## src/verilog/itsf_pkg.sv

```systemverilog
`default_nettype none
package itsf_pkg;

  // rates and derived counts
  localparam int unsigned CLK_HZ = 20_000_000;
  localparam int unsigned SAMPLE_HZ = 9_600;
  localparam int unsigned SYMBOL_HZ = 600;
  localparam int unsigned INTERP = SAMPLE_HZ / SYMBOL_HZ;
  // integer division: sample period is 2083 clocks, 9601.5 Hz actual
  localparam int unsigned SAMPLE_DIV = CLK_HZ / SAMPLE_HZ;
  localparam int unsigned DIV_W = 12;

  // filter shape
  localparam int unsigned TAPS = 48;
  localparam int unsigned NONZERO_TAPS = 37;
  localparam int unsigned HIST_LEN = TAPS / INTERP;
  localparam int unsigned PHASE_W = 4;
  localparam int unsigned SLOT_W = 2;
  localparam int unsigned TAP_W = PHASE_W + SLOT_W;

  // data widths, coefficient fraction bits
  localparam int unsigned DATA_W = 16;
  localparam int unsigned COEF_W = 16;
  localparam int unsigned ACC_W = 34;
  localparam int unsigned FRAC_SHIFT = 15;

  // reset values, slot ends and buffer depth
  localparam logic [PHASE_W-1:0] PHASE_RESET = 4'h0;
  localparam logic [SLOT_W-1:0] SLOT_OLDEST = 2'h2;
  localparam logic [SLOT_W-1:0] SLOT_NEWEST = 2'h0;
  localparam logic [1:0] BUF_DEPTH = 2'h2;

  typedef struct packed {
    logic signed [DATA_W-1:0] i;
    logic signed [DATA_W-1:0] q;
  } itsf_pair_type;

  typedef enum logic [1:0] {
    ST_IDLE,
    ST_SYMBOL,
    ST_MAC,
    ST_PUSH
  } itsf_state_type;

endpackage
`default_nettype wire

```

## src/verilog/itsf_filter.sv

```systemverilog
// What this block does
// - 48-tap FIR per channel, no feedback
// - symbols in at 600 Hz, samples 9.6 kHz
// - new symbol every 16 samples, else zero
// - three multiply-accumulates per output sample
// - history shifts only when symbol accepted
// - otherwise history holds, coefficient phase advances
// - oldest at highest index, newest lowest
// - exactly three past values per channel
// - output is sum of products, cleared first
// - root raised-cosine coefficients, 300 Hz, 0.75
// - response falls to about -40 dB at 600 Hz
// - 37 nonzero taps padded to 48
// - identical separate I and Q filters
// - non-symbol samples accumulate without moving history
`timescale 1ns/10ps
`default_nettype none
module itsf_filter
  import itsf_pkg::*;
#(
  parameter int unsigned SAMPLE_DIVIDE = itsf_pkg::SAMPLE_DIV
)
(
  // clock and reset
  input wire logic clk_sys,
  input wire logic sys_rst,
  // symbol pair from encoder
  input wire logic sym_valid,
  input wire itsf_pkg::itsf_pair_type sym_in,
  output logic sym_ready,
  // filtered sample pair to modulator
  output logic out_valid,
  output itsf_pkg::itsf_pair_type out_data,
  input wire logic out_ready
);
  import itsf_pkg::*;

  // sampled root raised-cosine, centred on tap 18, zero padded
  function automatic logic signed [COEF_W-1:0] coef_lookup(input logic [TAP_W-1:0] tap);
    logic signed [COEF_W-1:0] c;
    c = 16'h0000;
    unique case (tap)
      6'h00: c = 16'hFB85;
      6'h01: c = 16'hFB48;
      6'h02: c = 16'hFB85;
      6'h03: c = 16'hFC55;
      6'h04: c = 16'hFDCE;
      6'h05: c = 16'hFFFD;
      6'h06: c = 16'h02E4;
      6'h07: c = 16'h067A;
      6'h08: c = 16'h0AAB;
      6'h09: c = 16'h0F59;
      6'h0A: c = 16'h145A;
      6'h0B: c = 16'h197F;
      6'h0C: c = 16'h1E8F;
      6'h0D: c = 16'h2356;
      6'h0E: c = 16'h2795;
      6'h0F: c = 16'h2B20;
      6'h10: c = 16'h2DCA;
      6'h11: c = 16'h2F70;
      6'h12: c = 16'h3000;
      6'h13: c = 16'h2F70;
      6'h14: c = 16'h2DCA;
      6'h15: c = 16'h2B20;
      6'h16: c = 16'h2795;
      6'h17: c = 16'h2356;
      6'h18: c = 16'h1E8F;
      6'h19: c = 16'h197F;
      6'h1A: c = 16'h145A;
      6'h1B: c = 16'h0F59;
      6'h1C: c = 16'h0AAB;
      6'h1D: c = 16'h067A;
      6'h1E: c = 16'h02E4;
      6'h1F: c = 16'hFFFD;
      6'h20: c = 16'hFDCE;
      6'h21: c = 16'hFC55;
      6'h22: c = 16'hFB85;
      6'h23: c = 16'hFB48;
      6'h24: c = 16'hFB85;
      // taps 37..47 are the padding
      default: c = 16'h0000;
    endcase
    return c;
  endfunction

  // both channels share one product shape
  function automatic logic signed [ACC_W-1:0] mac_term(
    input logic signed [DATA_W-1:0] x,
    input logic signed [COEF_W-1:0] c
  );
    logic signed [DATA_W+COEF_W-1:0] p;
    p = x * c;
    return ACC_W'(p);
  endfunction

  // drop fraction bits and clamp instead of wrapping
  function automatic logic signed [DATA_W-1:0] scale_sat(input logic signed [ACC_W-1:0] a);
    logic signed [ACC_W-1:0] s;
    logic signed [DATA_W-1:0] r;
    s = a >>> FRAC_SHIFT;
    r = s[DATA_W-1:0];
    if (s > ACC_W'($signed({1'b0, {(DATA_W-1){1'b1}}})))
      r = {1'b0, {(DATA_W-1){1'b1}}};
    else if (s < ACC_W'($signed({1'b1, {(DATA_W-1){1'b0}}})))
      r = {1'b1, {(DATA_W-1){1'b0}}};
    return r;
  endfunction

  // three-way slot select, slot 0 is the newest symbol
  function automatic logic signed [DATA_W-1:0] pick_slot(input logic [SLOT_W-1:0] sel,
    input logic signed [DATA_W-1:0] v0, v1, v2);
    logic signed [DATA_W-1:0] r;
    r = v0;
    if (sel == SLOT_OLDEST)
      r = v2;
    else if (sel == 2'h1)
      r = v1;
    return r;
  endfunction

  // sample strobe divider
  logic [DIV_W-1:0] div_q;
  logic sample_tick;
  logic tick_pend_q;

  // filter state
  itsf_state_type state_q;
  logic [PHASE_W-1:0] coef_phase_pointer;
  logic [SLOT_W-1:0] slot_q;
  logic signed [DATA_W-1:0] hist_i_q [HIST_LEN];
  logic signed [DATA_W-1:0] hist_q_q [HIST_LEN];
  logic signed [ACC_W-1:0] acc_i_q;
  logic signed [ACC_W-1:0] acc_q_q;
  logic sym_ready_q;
  logic sym_take;
  logic start_sample;

  // product terms of the current slot
  logic signed [COEF_W-1:0] coef_cur;
  logic signed [ACC_W-1:0] term_i;
  logic signed [ACC_W-1:0] term_q;

  // two-entry output buffer
  itsf_pair_type buf_head_q;
  itsf_pair_type buf_tail_q;
  logic [1:0] buf_count_q;
  logic buf_room;
  logic buf_push;
  logic buf_pop;
  logic out_valid_q;
  itsf_pair_type push_pair;

  // named views of the history slots, coefficient slots, result and phase flag
  logic signed [DATA_W-1:0] i_history_newest;
  logic signed [DATA_W-1:0] i_history_middle;
  logic signed [DATA_W-1:0] i_history_oldest;
  logic signed [COEF_W-1:0] coef_slot_zero;
  logic signed [COEF_W-1:0] coef_slot_one;
  logic signed [COEF_W-1:0] coef_slot_two;
  logic signed [DATA_W-1:0] i_filter_result;
  logic load_accumulate_noshift;

  assign i_history_newest = hist_i_q[0];
  assign i_history_middle = hist_i_q[1];
  assign i_history_oldest = hist_i_q[2];

  // 9.6 kHz strobe from the 20 MHz clock
  assign sample_tick = (div_q == DIV_W'(SAMPLE_DIVIDE - 1));

  always_ff @(posedge clk_sys)
  begin
    if (sys_rst)
      div_q <= '0;
    else if (sample_tick)
      div_q <= '0;
    else
      div_q <= div_q + 1'b1;
  end

  // one tick is remembered while the buffer stalls us; more are dropped
  assign start_sample = (state_q == ST_IDLE) && tick_pend_q;

  always_ff @(posedge clk_sys)
  begin
    if (sys_rst)
      tick_pend_q <= 1'b0;
    else if (sample_tick)
      tick_pend_q <= 1'b1;
    else if (start_sample)
      tick_pend_q <= 1'b0;
  end

  // symbol handshake, only on phase zero
  assign sym_take = sym_ready_q && sym_valid;
  assign load_accumulate_noshift = (coef_phase_pointer != PHASE_RESET);

  always_ff @(posedge clk_sys)
  begin
    if (sys_rst)
      sym_ready_q <= 1'b0;
    else if (start_sample && !load_accumulate_noshift)
      sym_ready_q <= 1'b1;
    else if (sym_take)
      sym_ready_q <= 1'b0;
  end

  // sequencer: idle, take symbol, three MAC slots, push result
  always_ff @(posedge clk_sys)
  begin
    if (sys_rst)
      state_q <= ST_IDLE;
    else
    begin
      unique case (state_q)
        ST_IDLE:
          if (start_sample)
            state_q <= load_accumulate_noshift ? ST_MAC : ST_SYMBOL;
        ST_SYMBOL:
          if (sym_take)
            state_q <= ST_MAC;
        ST_MAC:
          if (slot_q == SLOT_NEWEST)
            state_q <= ST_PUSH;
        ST_PUSH:
          if (buf_room)
            state_q <= ST_IDLE;
      endcase
    end
  end

  // slot walks oldest to newest, one product per clock
  always_ff @(posedge clk_sys)
  begin
    if (sys_rst)
      slot_q <= SLOT_OLDEST;
    else if (state_q == ST_MAC)
      slot_q <= (slot_q == SLOT_NEWEST) ? SLOT_OLDEST : slot_q - 1'b1;
    else
      slot_q <= SLOT_OLDEST;
  end

  // history: index 0 newest, 2 oldest; moves only on an accepted symbol
  always_ff @(posedge clk_sys)
  begin
    if (sys_rst)
    begin
      for (int k = 0; k < HIST_LEN; k++)
      begin
        hist_i_q[k] <= '0;
        hist_q_q[k] <= '0;
      end
    end
    else if (sym_take)
    begin
      for (int k = HIST_LEN - 1; k > 0; k--)
      begin
        hist_i_q[k] <= hist_i_q[k-1];
        hist_q_q[k] <= hist_q_q[k-1];
      end
      hist_i_q[0] <= sym_in.i;
      hist_q_q[0] <= sym_in.q;
    end
  end

  // coefficient phase rotates once per output sample instead of data
  always_ff @(posedge clk_sys)
  begin
    if (sys_rst)
      coef_phase_pointer <= PHASE_RESET;
    else if (state_q == ST_PUSH && buf_room)
      coef_phase_pointer <= coef_phase_pointer + 1'b1;
  end

  // tap index = slot*16 + phase; zero-stuffed inputs never multiply
  assign coef_slot_zero = coef_lookup({SLOT_NEWEST, coef_phase_pointer});
  assign coef_slot_one = coef_lookup({2'h1, coef_phase_pointer});
  assign coef_slot_two = coef_lookup({SLOT_OLDEST, coef_phase_pointer});
  assign coef_cur = pick_slot(slot_q, coef_slot_zero, coef_slot_one, coef_slot_two);
  assign term_i = mac_term(pick_slot(slot_q, i_history_newest, i_history_middle,
    i_history_oldest), coef_cur);
  assign term_q = mac_term(pick_slot(slot_q, hist_q_q[0], hist_q_q[1], hist_q_q[2]), coef_cur);

  // accumulators, pure feed-forward
  always_ff @(posedge clk_sys)
  begin
    if (sys_rst)
    begin
      acc_i_q <= '0;
      acc_q_q <= '0;
    end
    else if (state_q == ST_MAC && slot_q == SLOT_OLDEST)
    begin
      acc_i_q <= term_i;
      acc_q_q <= term_q;
    end
    else if (state_q == ST_MAC)
    begin
      acc_i_q <= acc_i_q + term_i;
      acc_q_q <= acc_q_q + term_q;
    end
  end

  assign i_filter_result = scale_sat(acc_i_q);
  assign push_pair.i = i_filter_result;
  assign push_pair.q = scale_sat(acc_q_q);

  // buffer: a modulator stall holds the sequencer in push
  assign buf_room = (buf_count_q != BUF_DEPTH);
  assign buf_push = (state_q == ST_PUSH) && buf_room;
  assign buf_pop = out_valid_q && out_ready;

  always_ff @(posedge clk_sys)
  begin
    if (sys_rst)
      buf_count_q <= 2'h0;
    else if (buf_push && !buf_pop)
      buf_count_q <= buf_count_q + 1'b1;
    else if (buf_pop && !buf_push)
      buf_count_q <= buf_count_q - 1'b1;
  end

  // head always holds the oldest entry so out_data is a flop
  always_ff @(posedge clk_sys)
  begin
    if (sys_rst)
    begin
      buf_head_q <= '0;
      buf_tail_q <= '0;
    end
    else
    begin
      if (buf_pop)
      begin
        if (buf_count_q == 2'h2)
          buf_head_q <= buf_tail_q;
        else if (buf_push)
          buf_head_q <= push_pair;
      end
      else if (buf_push && buf_count_q == 2'h0)
        buf_head_q <= push_pair;
      if (buf_push && ((buf_count_q == 2'h1 && !buf_pop) || buf_count_q == 2'h2))
        buf_tail_q <= push_pair;
    end
  end

  always_ff @(posedge clk_sys)
  begin
    if (sys_rst)
      out_valid_q <= 1'b0;
    else if (buf_push)
      out_valid_q <= 1'b1;
    else if (buf_pop && buf_count_q == 2'h1)
      out_valid_q <= 1'b0;
  end

  assign sym_ready = sym_ready_q;
  assign out_valid = out_valid_q;
  assign out_data = buf_head_q;

endmodule // itsf_filter
`default_nettype wire

```

## config.mk

```make
export PLATFORM = sky130hd
export DESIGN_NAME = itsf_filter
export DESIGN_NICKNAME = d
export VERILOG_FILES = /design/src/verilog/itsf_pkg.sv /design/src/verilog/itsf_filter.sv
export SDC_FILE = /design/constraint.sdc
export NUM_CORES = 2
export LEC_CHECK = 0
export ABC_AREA = 1
export BUFFER_PORTS_ARGS = -buffer_cell sky130_fd_sc_hd__buf_4
export CORE_ASPECT_RATIO = 0.7
export CORE_UTILIZATION = 60
export CTS_CLUSTER_SIZE = 14
export DETAILED_ROUTE_END_ITERATION = 10
export PLACE_DENSITY_LB_ADDON = 0.05
export SETUP_SLACK_MARGIN = 0.1
export SYNTH_ARGS = -nofsm -noshare
export SYNTH_HDL_FRONTEND = slang
export SYNTH_SLANG_ARGS = --single-unit
```

## constraint.sdc

```tcl
create_clock -name clk_sys -period 10.85 [get_ports clk_sys]
set_input_delay 0.5425 -clock clk_sys [delete_from_list [all_inputs] [get_ports clk_sys]]
set_output_delay 0.5425 -clock clk_sys [all_outputs]
set_load 0.1 [all_outputs]
```

# Word-level counts from Yosys, hierarchy flattened
# Memories as Yosys holds them, arrays and structs flattened. A register that Yosys moved wholly into a read port is not among the register bits.
# Index checks and enable logic that the tools add are counted.
totals:
  register_bits: 157
  ramBits: 96
  rom_bits: 256
  input_bits: 36
  out_inout_bits: 34
  elab_cells: 147
  memories: 3
classes:
  n_addsub: 7
  mul: 2
  order_cmp: 4
  eq_ne: 29
  n_mux: 47
  bitwise: 7
  n_reduce_logical: 34
memory_table:
  columns: ["name", "depth", "word_bits", "read_ports", "rd_ports_with_merged_regs", "wr", "line", "text"]
  rows:
  - ["(name not given)", 16, 16, 1, 1, 0, "itsf_filter.sv:42", "unique case (tap)"]
  - ["hist_i_q", 3, 16, 3, 0, 3, "itsf_filter.sv:130", "logic signed [DATA_W-1:0] hist_i_q [HIST_LEN];"]
  - ["hist_q_q", 3, 16, 3, 0, 3, "itsf_filter.sv:131", "logic signed [DATA_W-1:0] hist_q_q [HIST_LEN];"]
ops:
  columns: ["op", "count"]
  rows:
  - ["$mux W16", 16]
  - ["$pmux W16 S14", 1]
  - ["$mux W34", 4]
  - ["$mux W32", 4]
  - ["$add A34 B32 Y34", 2]
  - ["$mul A16 B16 Y32", 2]
  - ["$pmux W16 S4", 1]
  - ["$gt A19 B16 Y1 const B", 2]
  - ["$lt A19 B16 Y1 const B", 2]
  - ["$eq A4 B4 Y1 const B", 8]
  - ["$eq A4 B3 Y1 const B", 4]
  - ["$mux W2", 7]
  - ["$add A12 B1 Y12 const B", 1]
  - ["$eq A12 B12 Y1 const B", 1]
  - ["$logic_and A1 B1 Y1", 12]
  - ["$reduce_bool A2 Y1", 6]
  - ["$mux W1", 11]
  - ["$ne A2 B2 Y1 const B", 5]
  - ["$eq A2 B2 Y1 const B", 4]
  - ["$eq A4 B2 Y1 const B", 2]
  - ["$mux W4", 2]
  - ["$pmux W2 S4", 1]
  - ["$reduce_or A2 Y1", 4]
  - ["$eq A2 B1 Y1 const B", 3]
  - ["15 further kinds", 25]

# Longest topological paths before layout
depth:
  ltp_word: 9
  mapped_depth: 52
  mapped_depth_nobuf: 51

# Worst setup path before layout
# OpenSTA, ideal clock, no wires.
synth_path:
  path_type: "register -> register"
  start: "reg slot_q[0]"
  end: "reg acc_i_q[33]"
  setup_time_ns: 0.109
  arrival_time_ns: 7.814
  t_required_ns: 10.741
  path_slack_ns: 2.927
  stages_incl_launch_ff: 37
  path_buffers: 4
  period_less_slack_ns: 7.923
  cell_sequence: "dfxtp_1 -> inv_1 -> ha_1 -> buf_2 -> clkbuf_1 -> buf_1 -> a21oi_1 -> buf_1 -> nor2_1 -> fa_1 -> inv_1 -> fa_1 -> inv_1 -> fa_1 -> fa_1 -> fa_1 -> fa_1 -> ha_1 -> inv_1 -> o21bai_1 -> o21bai_1 -> a21oi_1 -> nand3_1 -> or2_2 -> and2_1 -> ha_1 -> nand2_1 -> nor2_1 -> nand2_1 -> nor2_1 -> nand3_1 -> nand4_1 -> nand3_1 -> nand2_1 -> nand3_1 -> nand2_1 -> inv_1"
synth_via:
  elab_chain_cells: 7
  elab_cells_between_ends: 12
  cone_classes: "add/sub (1); mul (1); eq/ne (2); mux (6); reduce/logical (2)"
synth_lines:
  columns: ["item", "line", "text"]
  rows:
  - ["start, declared", "itsf_filter.sv:129", "logic [SLOT_W-1:0] slot_q;"]
  - ["start signal, assigned", "itsf_filter.sv:237", "slot_q <= (slot_q == SLOT_NEWEST) ? SLOT_OLDEST : slot_q - 1'b1;"]
  - ["$eq A2 B1 Y1", "itsf_filter.sv:116", "else if (sel == 2'h1)"]
  - ["$mux W16", "itsf_filter.sv:116", null]
  - ["$mux W16", "itsf_filter.sv:114", "if (sel == SLOT_OLDEST)"]
  - ["$mul A16 B16 Y32", "itsf_filter.sv:92", "p = x * c;"]
  - ["$add A34 B32 Y34", "itsf_filter.sv:298", "acc_i_q <= acc_i_q + term_i;"]
  - ["$mux W34", "itsf_filter.sv:296", "else if (state_q == ST_MAC)"]
  - ["$mux W34", "itsf_filter.sv:291", "else if (state_q == ST_MAC && slot_q == SLOT_OLDEST)"]
  - ["end signal, assigned", "itsf_filter.sv:293", "acc_i_q <= term_i;"]
  - ["end signal, assigned", "itsf_filter.sv:298", null]
  - ["end, declared", "itsf_filter.sv:132", "logic signed [ACC_W-1:0] acc_i_q;"]
# Several ways; a longest one is shown, not always the timed one. The select of a mux whose other input is x is not followed.
# A chain may end at the register's enable or synchronous reset.

# Worst setup path in the final report
layout_path:
  start: "reg coef_phase_pointer[1]"
  end: "reg acc_q_q[21]"
layout_via:
  elab_chain_cells: 9
  elab_cells_between_ends: 27
  cone_classes: "add/sub (1); mul (1); eq/ne (15); mux (6); reduce/logical (4)"
layout_lines:
  columns: ["item", "line", "text"]
  rows:
  - ["start, declared", "itsf_filter.sv:128", "logic [PHASE_W-1:0] coef_phase_pointer;"]
  - ["start signal, assigned", "itsf_filter.sv:271", "coef_phase_pointer <= coef_phase_pointer + 1'b1;"]
  - ["$eq A4 B3 Y1 (tied with other cells)", "itsf_filter.sv:42", null]
  - ["$reduce_or A2 Y1 (no source line)", null, null]
  - ["$pmux W16 S14", "itsf_filter.sv:42", null]
  - ["$mux W16", "itsf_filter.sv:116", null]
  - ["$mux W16 (*)", "itsf_filter.sv:114", null]
  - ["$mul A16 B16 Y32 (*)", "itsf_filter.sv:92", null]
  - ["$add A34 B32 Y34", "itsf_filter.sv:299", "acc_q_q <= acc_q_q + term_q;"]
  - ["$mux W34", "itsf_filter.sv:296", null]
  - ["$mux W34 (*)", "itsf_filter.sv:291", null]
  - ["end signal, assigned", "itsf_filter.sv:294", "acc_q_q <= term_q;"]
  - ["end signal, assigned", "itsf_filter.sv:299", null]
  - ["end, declared", "itsf_filter.sv:133", "logic signed [ACC_W-1:0] acc_q_q;"]
# Mark *: on every way between the ends. The rest lies on a longest branch, timed or not. The select of a mux whose other input is x is not followed.

==> key figures <==
Status
  • Status: finished clean

Route
  • Detailed Routing Iterations Pass 1: 6
  • Detailed Route WL: 108000 um
  • DR iter-0 viols: 3410
  • Final ANT Viol Nets: 0
  • Met3 WL post-DR: 12400 um
  • Via count: 32.6k
  • # DRC: 0
  • Max layer used: met4
  • DR WL/cell: 18.4 um
  • Number of vias per cell: 5.55
  • Wl on met1: 49200 um
  • Met2 routed WL: 43100 um

Synthesis
  • Most common cell in the netlist: inv_1
  • EDFF count, synth: 96
  • Ys async rst share: 0%
  • Synthesized area per cell: 7.44 um2
  • Count of cell types in the netlist: 52
  • Post-Synth Simple-Gate Area: 22.3%
  • Post-synth top cells: 1074 x inv_1, 1038 x nand2_1, 571 x nor2_1
  • Synth Area in XOR/XNOR: 1.15%
  • Sequential area share after synthesis: 16.9%
  • Largest cells by area after synthesis: fa_1 28%, inv_1 11%, nand2_1 10%
  • Adder-Cell Fraction of Synth Area: 36.9%
  • Area share of the largest cell type after synthesis: 28.3%
  • Post-synthesis compound-gate area fraction: 9.92%
  • Syn_nets: 5842
  • Synthesis Warnings: 0
  • Dominant cell type by area after synthesis: fa_1
  • Flops & latches, synth: 268
  • Mapped Cells: 5022
  • Syn Std Cell Area: 0.0374 mm2
  • Top FF cell, synth: dfxtp_1
  • Post-synthesis mux area share: 0%
  • Main combinational cell family by area after synthesis: adder cells

Timing
  • Fin. Hold Viols: 0
  • Fin Setup TNS: 0 ps
  • Fmax: 0.101 GHz
  • Setup repair after global routing missed its margin: false
  • Final min period: 9870 ps
  • Slew Viols, Final: 0
  • Final setup fails: 0
  • Fin crit share: 91.0%
  • Slew at the pin closest to its max-slew limit: 1170 ps
  • Fin Clk Skew: 14.6 ps
  • Slew headroom: 22.0%

Worst setup path
  • CP endpoint kind: flop
  • Critical path's slowest cell: nor4_1
  • CP Max Fanout: 24
  • Reg2Reg Depth: 38
  • Worst Path Required: 11360 ps
  • Origin of the critical flop-to-flop path: coef_phase_pointer[1]
  • RR Endpoint: acc_q_q[21]
  • CP arrival: 10380 ps
  • CP max stage delay: 740 ps
  • Startpoint Class: flop
  • Kind of critical path: flop to flop
  • Cell mode on critical path: inv_1
  • FF-to-FF setup slack: 980 ps

Run
  • Max_cap viols: 0

Clock tree
  • Clk slew on worst S/H paths: 70 ps
  • Setup bufs post-CTS: 0
  • CTS Buf Count: 28
  • Root Driver: clkbuf_16
  • Post-CTS sizing: 0
  • Worst skew pair latency: 610 ps
  • H-tree level count: 1
  • CTS Hold Bufs: 0
  • Clk buf depth: 3
  • CTS Sinks: 268
  • CTS tree: yes

Hold path
  • Hold Crit Endpoint: out_valid
  • Hold Crit Class: primary input to flop
  • Worst Hold Depth: 4
  • Hold Startpoint: out_ready

GRT
  • Total congestion overflow: 0
  • Pin count of the biggest net entering global routing: 69
  • Global-route wire length before repair: 173000 um
  • Initial antenna violation count: 0
  • Vias in the first global route: 31.6k
  • Total track usage: 35.3%

Final layout
  • Nets@finish: 5852
  • Ant. Diodes: 0
  • P&R area growth vs syn: 6.07%
  • Layout cells sized above 1: 5.09%

Floorplan
  • Ports: 70
  • Die width: 300 um
  • Site Rows: 76
  • CORE AREA: 0.0615 mm2
  • Initial core utilization: 60.7%
  • DIE AREA: 0.0633 mm2
  • Die height: 211 um

Placed design
  • IO Port Bufs: 69
  • DPL Wire Length: 87300 um
  • GPL Wtd Cong: 1.04
## layout make-up
type	count	area, um2
Multi-Input combinational cell	3502	26300
Fill cell	5602	21900
Sequential cell	268	6330
Inverter	1106	4160
Tap cell	819	1020
Timing Repair Buffer	126	943
Clock buffer	33	762
Clock inverter	18	140
## cell usage in the layout (no fill, tap or decap), types with 12 or more instances in the layout
cell       synthesis  routed
inv_1           1074    1074
nand2_1         1038    1037
nor2_1           571     569
fa_1             528     528
a21oi_1          295     295
ha_1             256     254
o21ai_0          220     220
nand3_1          217     216
dfxtp_1          172     172
buf_4              7     125
edfxtp_1          96      96
nor3_1            36      35
nand4_1           33      33
xor2_1            33      33
o21bai_1          33      33
clkbuf_16          0      29
a31oi_1           25      25
and2_1            24      24
clkinv_1          18      22
nor2_4            21      22
o211ai_1          21      21
or2_2             19      19
xnor2_1           16      16
a21o_1            15      15
o211a_1           15      15
inv_2             13      14
nor4_1            12      12
## worst max-delay path by stage
stage                     startpoint     endpoint  slack [ps]  depth (start not counted)
2_1_floorplan              slot_q[0]  acc_i_q[33]        2930                         36
3_3_place_gp   coef_phase_pointer[2]  acc_i_q[29]        1340                         39
3_5_place_dp   coef_phase_pointer[0]  acc_q_q[21]        1340                         38
4_1_cts        coef_phase_pointer[0]  acc_q_q[21]        1290                         38
5_1_grt        coef_phase_pointer[0]  acc_q_q[33]         390                         45
6_report       coef_phase_pointer[1]  acc_q_q[21]         980                         38
## per-layer routing
layer,global-route usage (%),vias to the layer above
met5,0,-
met4,9.43,0
met3,9.65,189
met2,49.8,1456
met1,52.8,15500
li1,-,15400
## flip-flops by register name, indices dropped and copies added, names as in the netlist
signal,flops
buf_count_q,2
out_data,32
slot_q,2
buf_tail_q,32
coef_phase_pointer,4
out_valid,1
state_q,2
hist_q_q,48
acc_i_q,34
sym_ready,1
hist_i_q,48
coef_slot_zero,15
acc_q_q,34
div_q,12
tick_pend_q,1
## worst max-delay path, delay by kind of cell (launching register included)
| family | cells | cell delay [ps] |
|---|---|---|
| compound gates | 4 | 1020 |
| flops | 1 | 340 |
| fa+ha+maj | 9 | 3870 |
| simple gates | 16 | 3040 |
| buf+inv | 9 | 1510 |
## logic make-up after synthesis
logic type	Yosys count
adder cells (fa/ha/maj)	784
flip-flops	268
XOR/XNOR	49
AND/OR/NAND/NOR	2004
AO/OA/AOI/OAI	665
buffers and inverters	1252
## through the flow
| step | util [%] | hold WS (ps) | instance area [um2] | setup slack, ps | std cells |
|---|---|---|---|---|---|
| final | 64.4 | 224 | 39600 | 981 | 5872 |
| after global routing | 64.4 | 220 | 39600 | 390 | 5872 |
| after CTS | 64.4 | 198 | 39600 | 1290 | 5871 |
| after detailed placement | 62.9 | 448 | 38700 | 1340 | 5820 |
| after global placement | 62.9 | 441 | 38700 | 1340 | 5820 |
| after floorplan | - | 423 | 37400 | 2930 | 5022 |
Power is not shown: default switching activity piles up to over one toggle a cycle in this logic, so the estimate is an artifact.
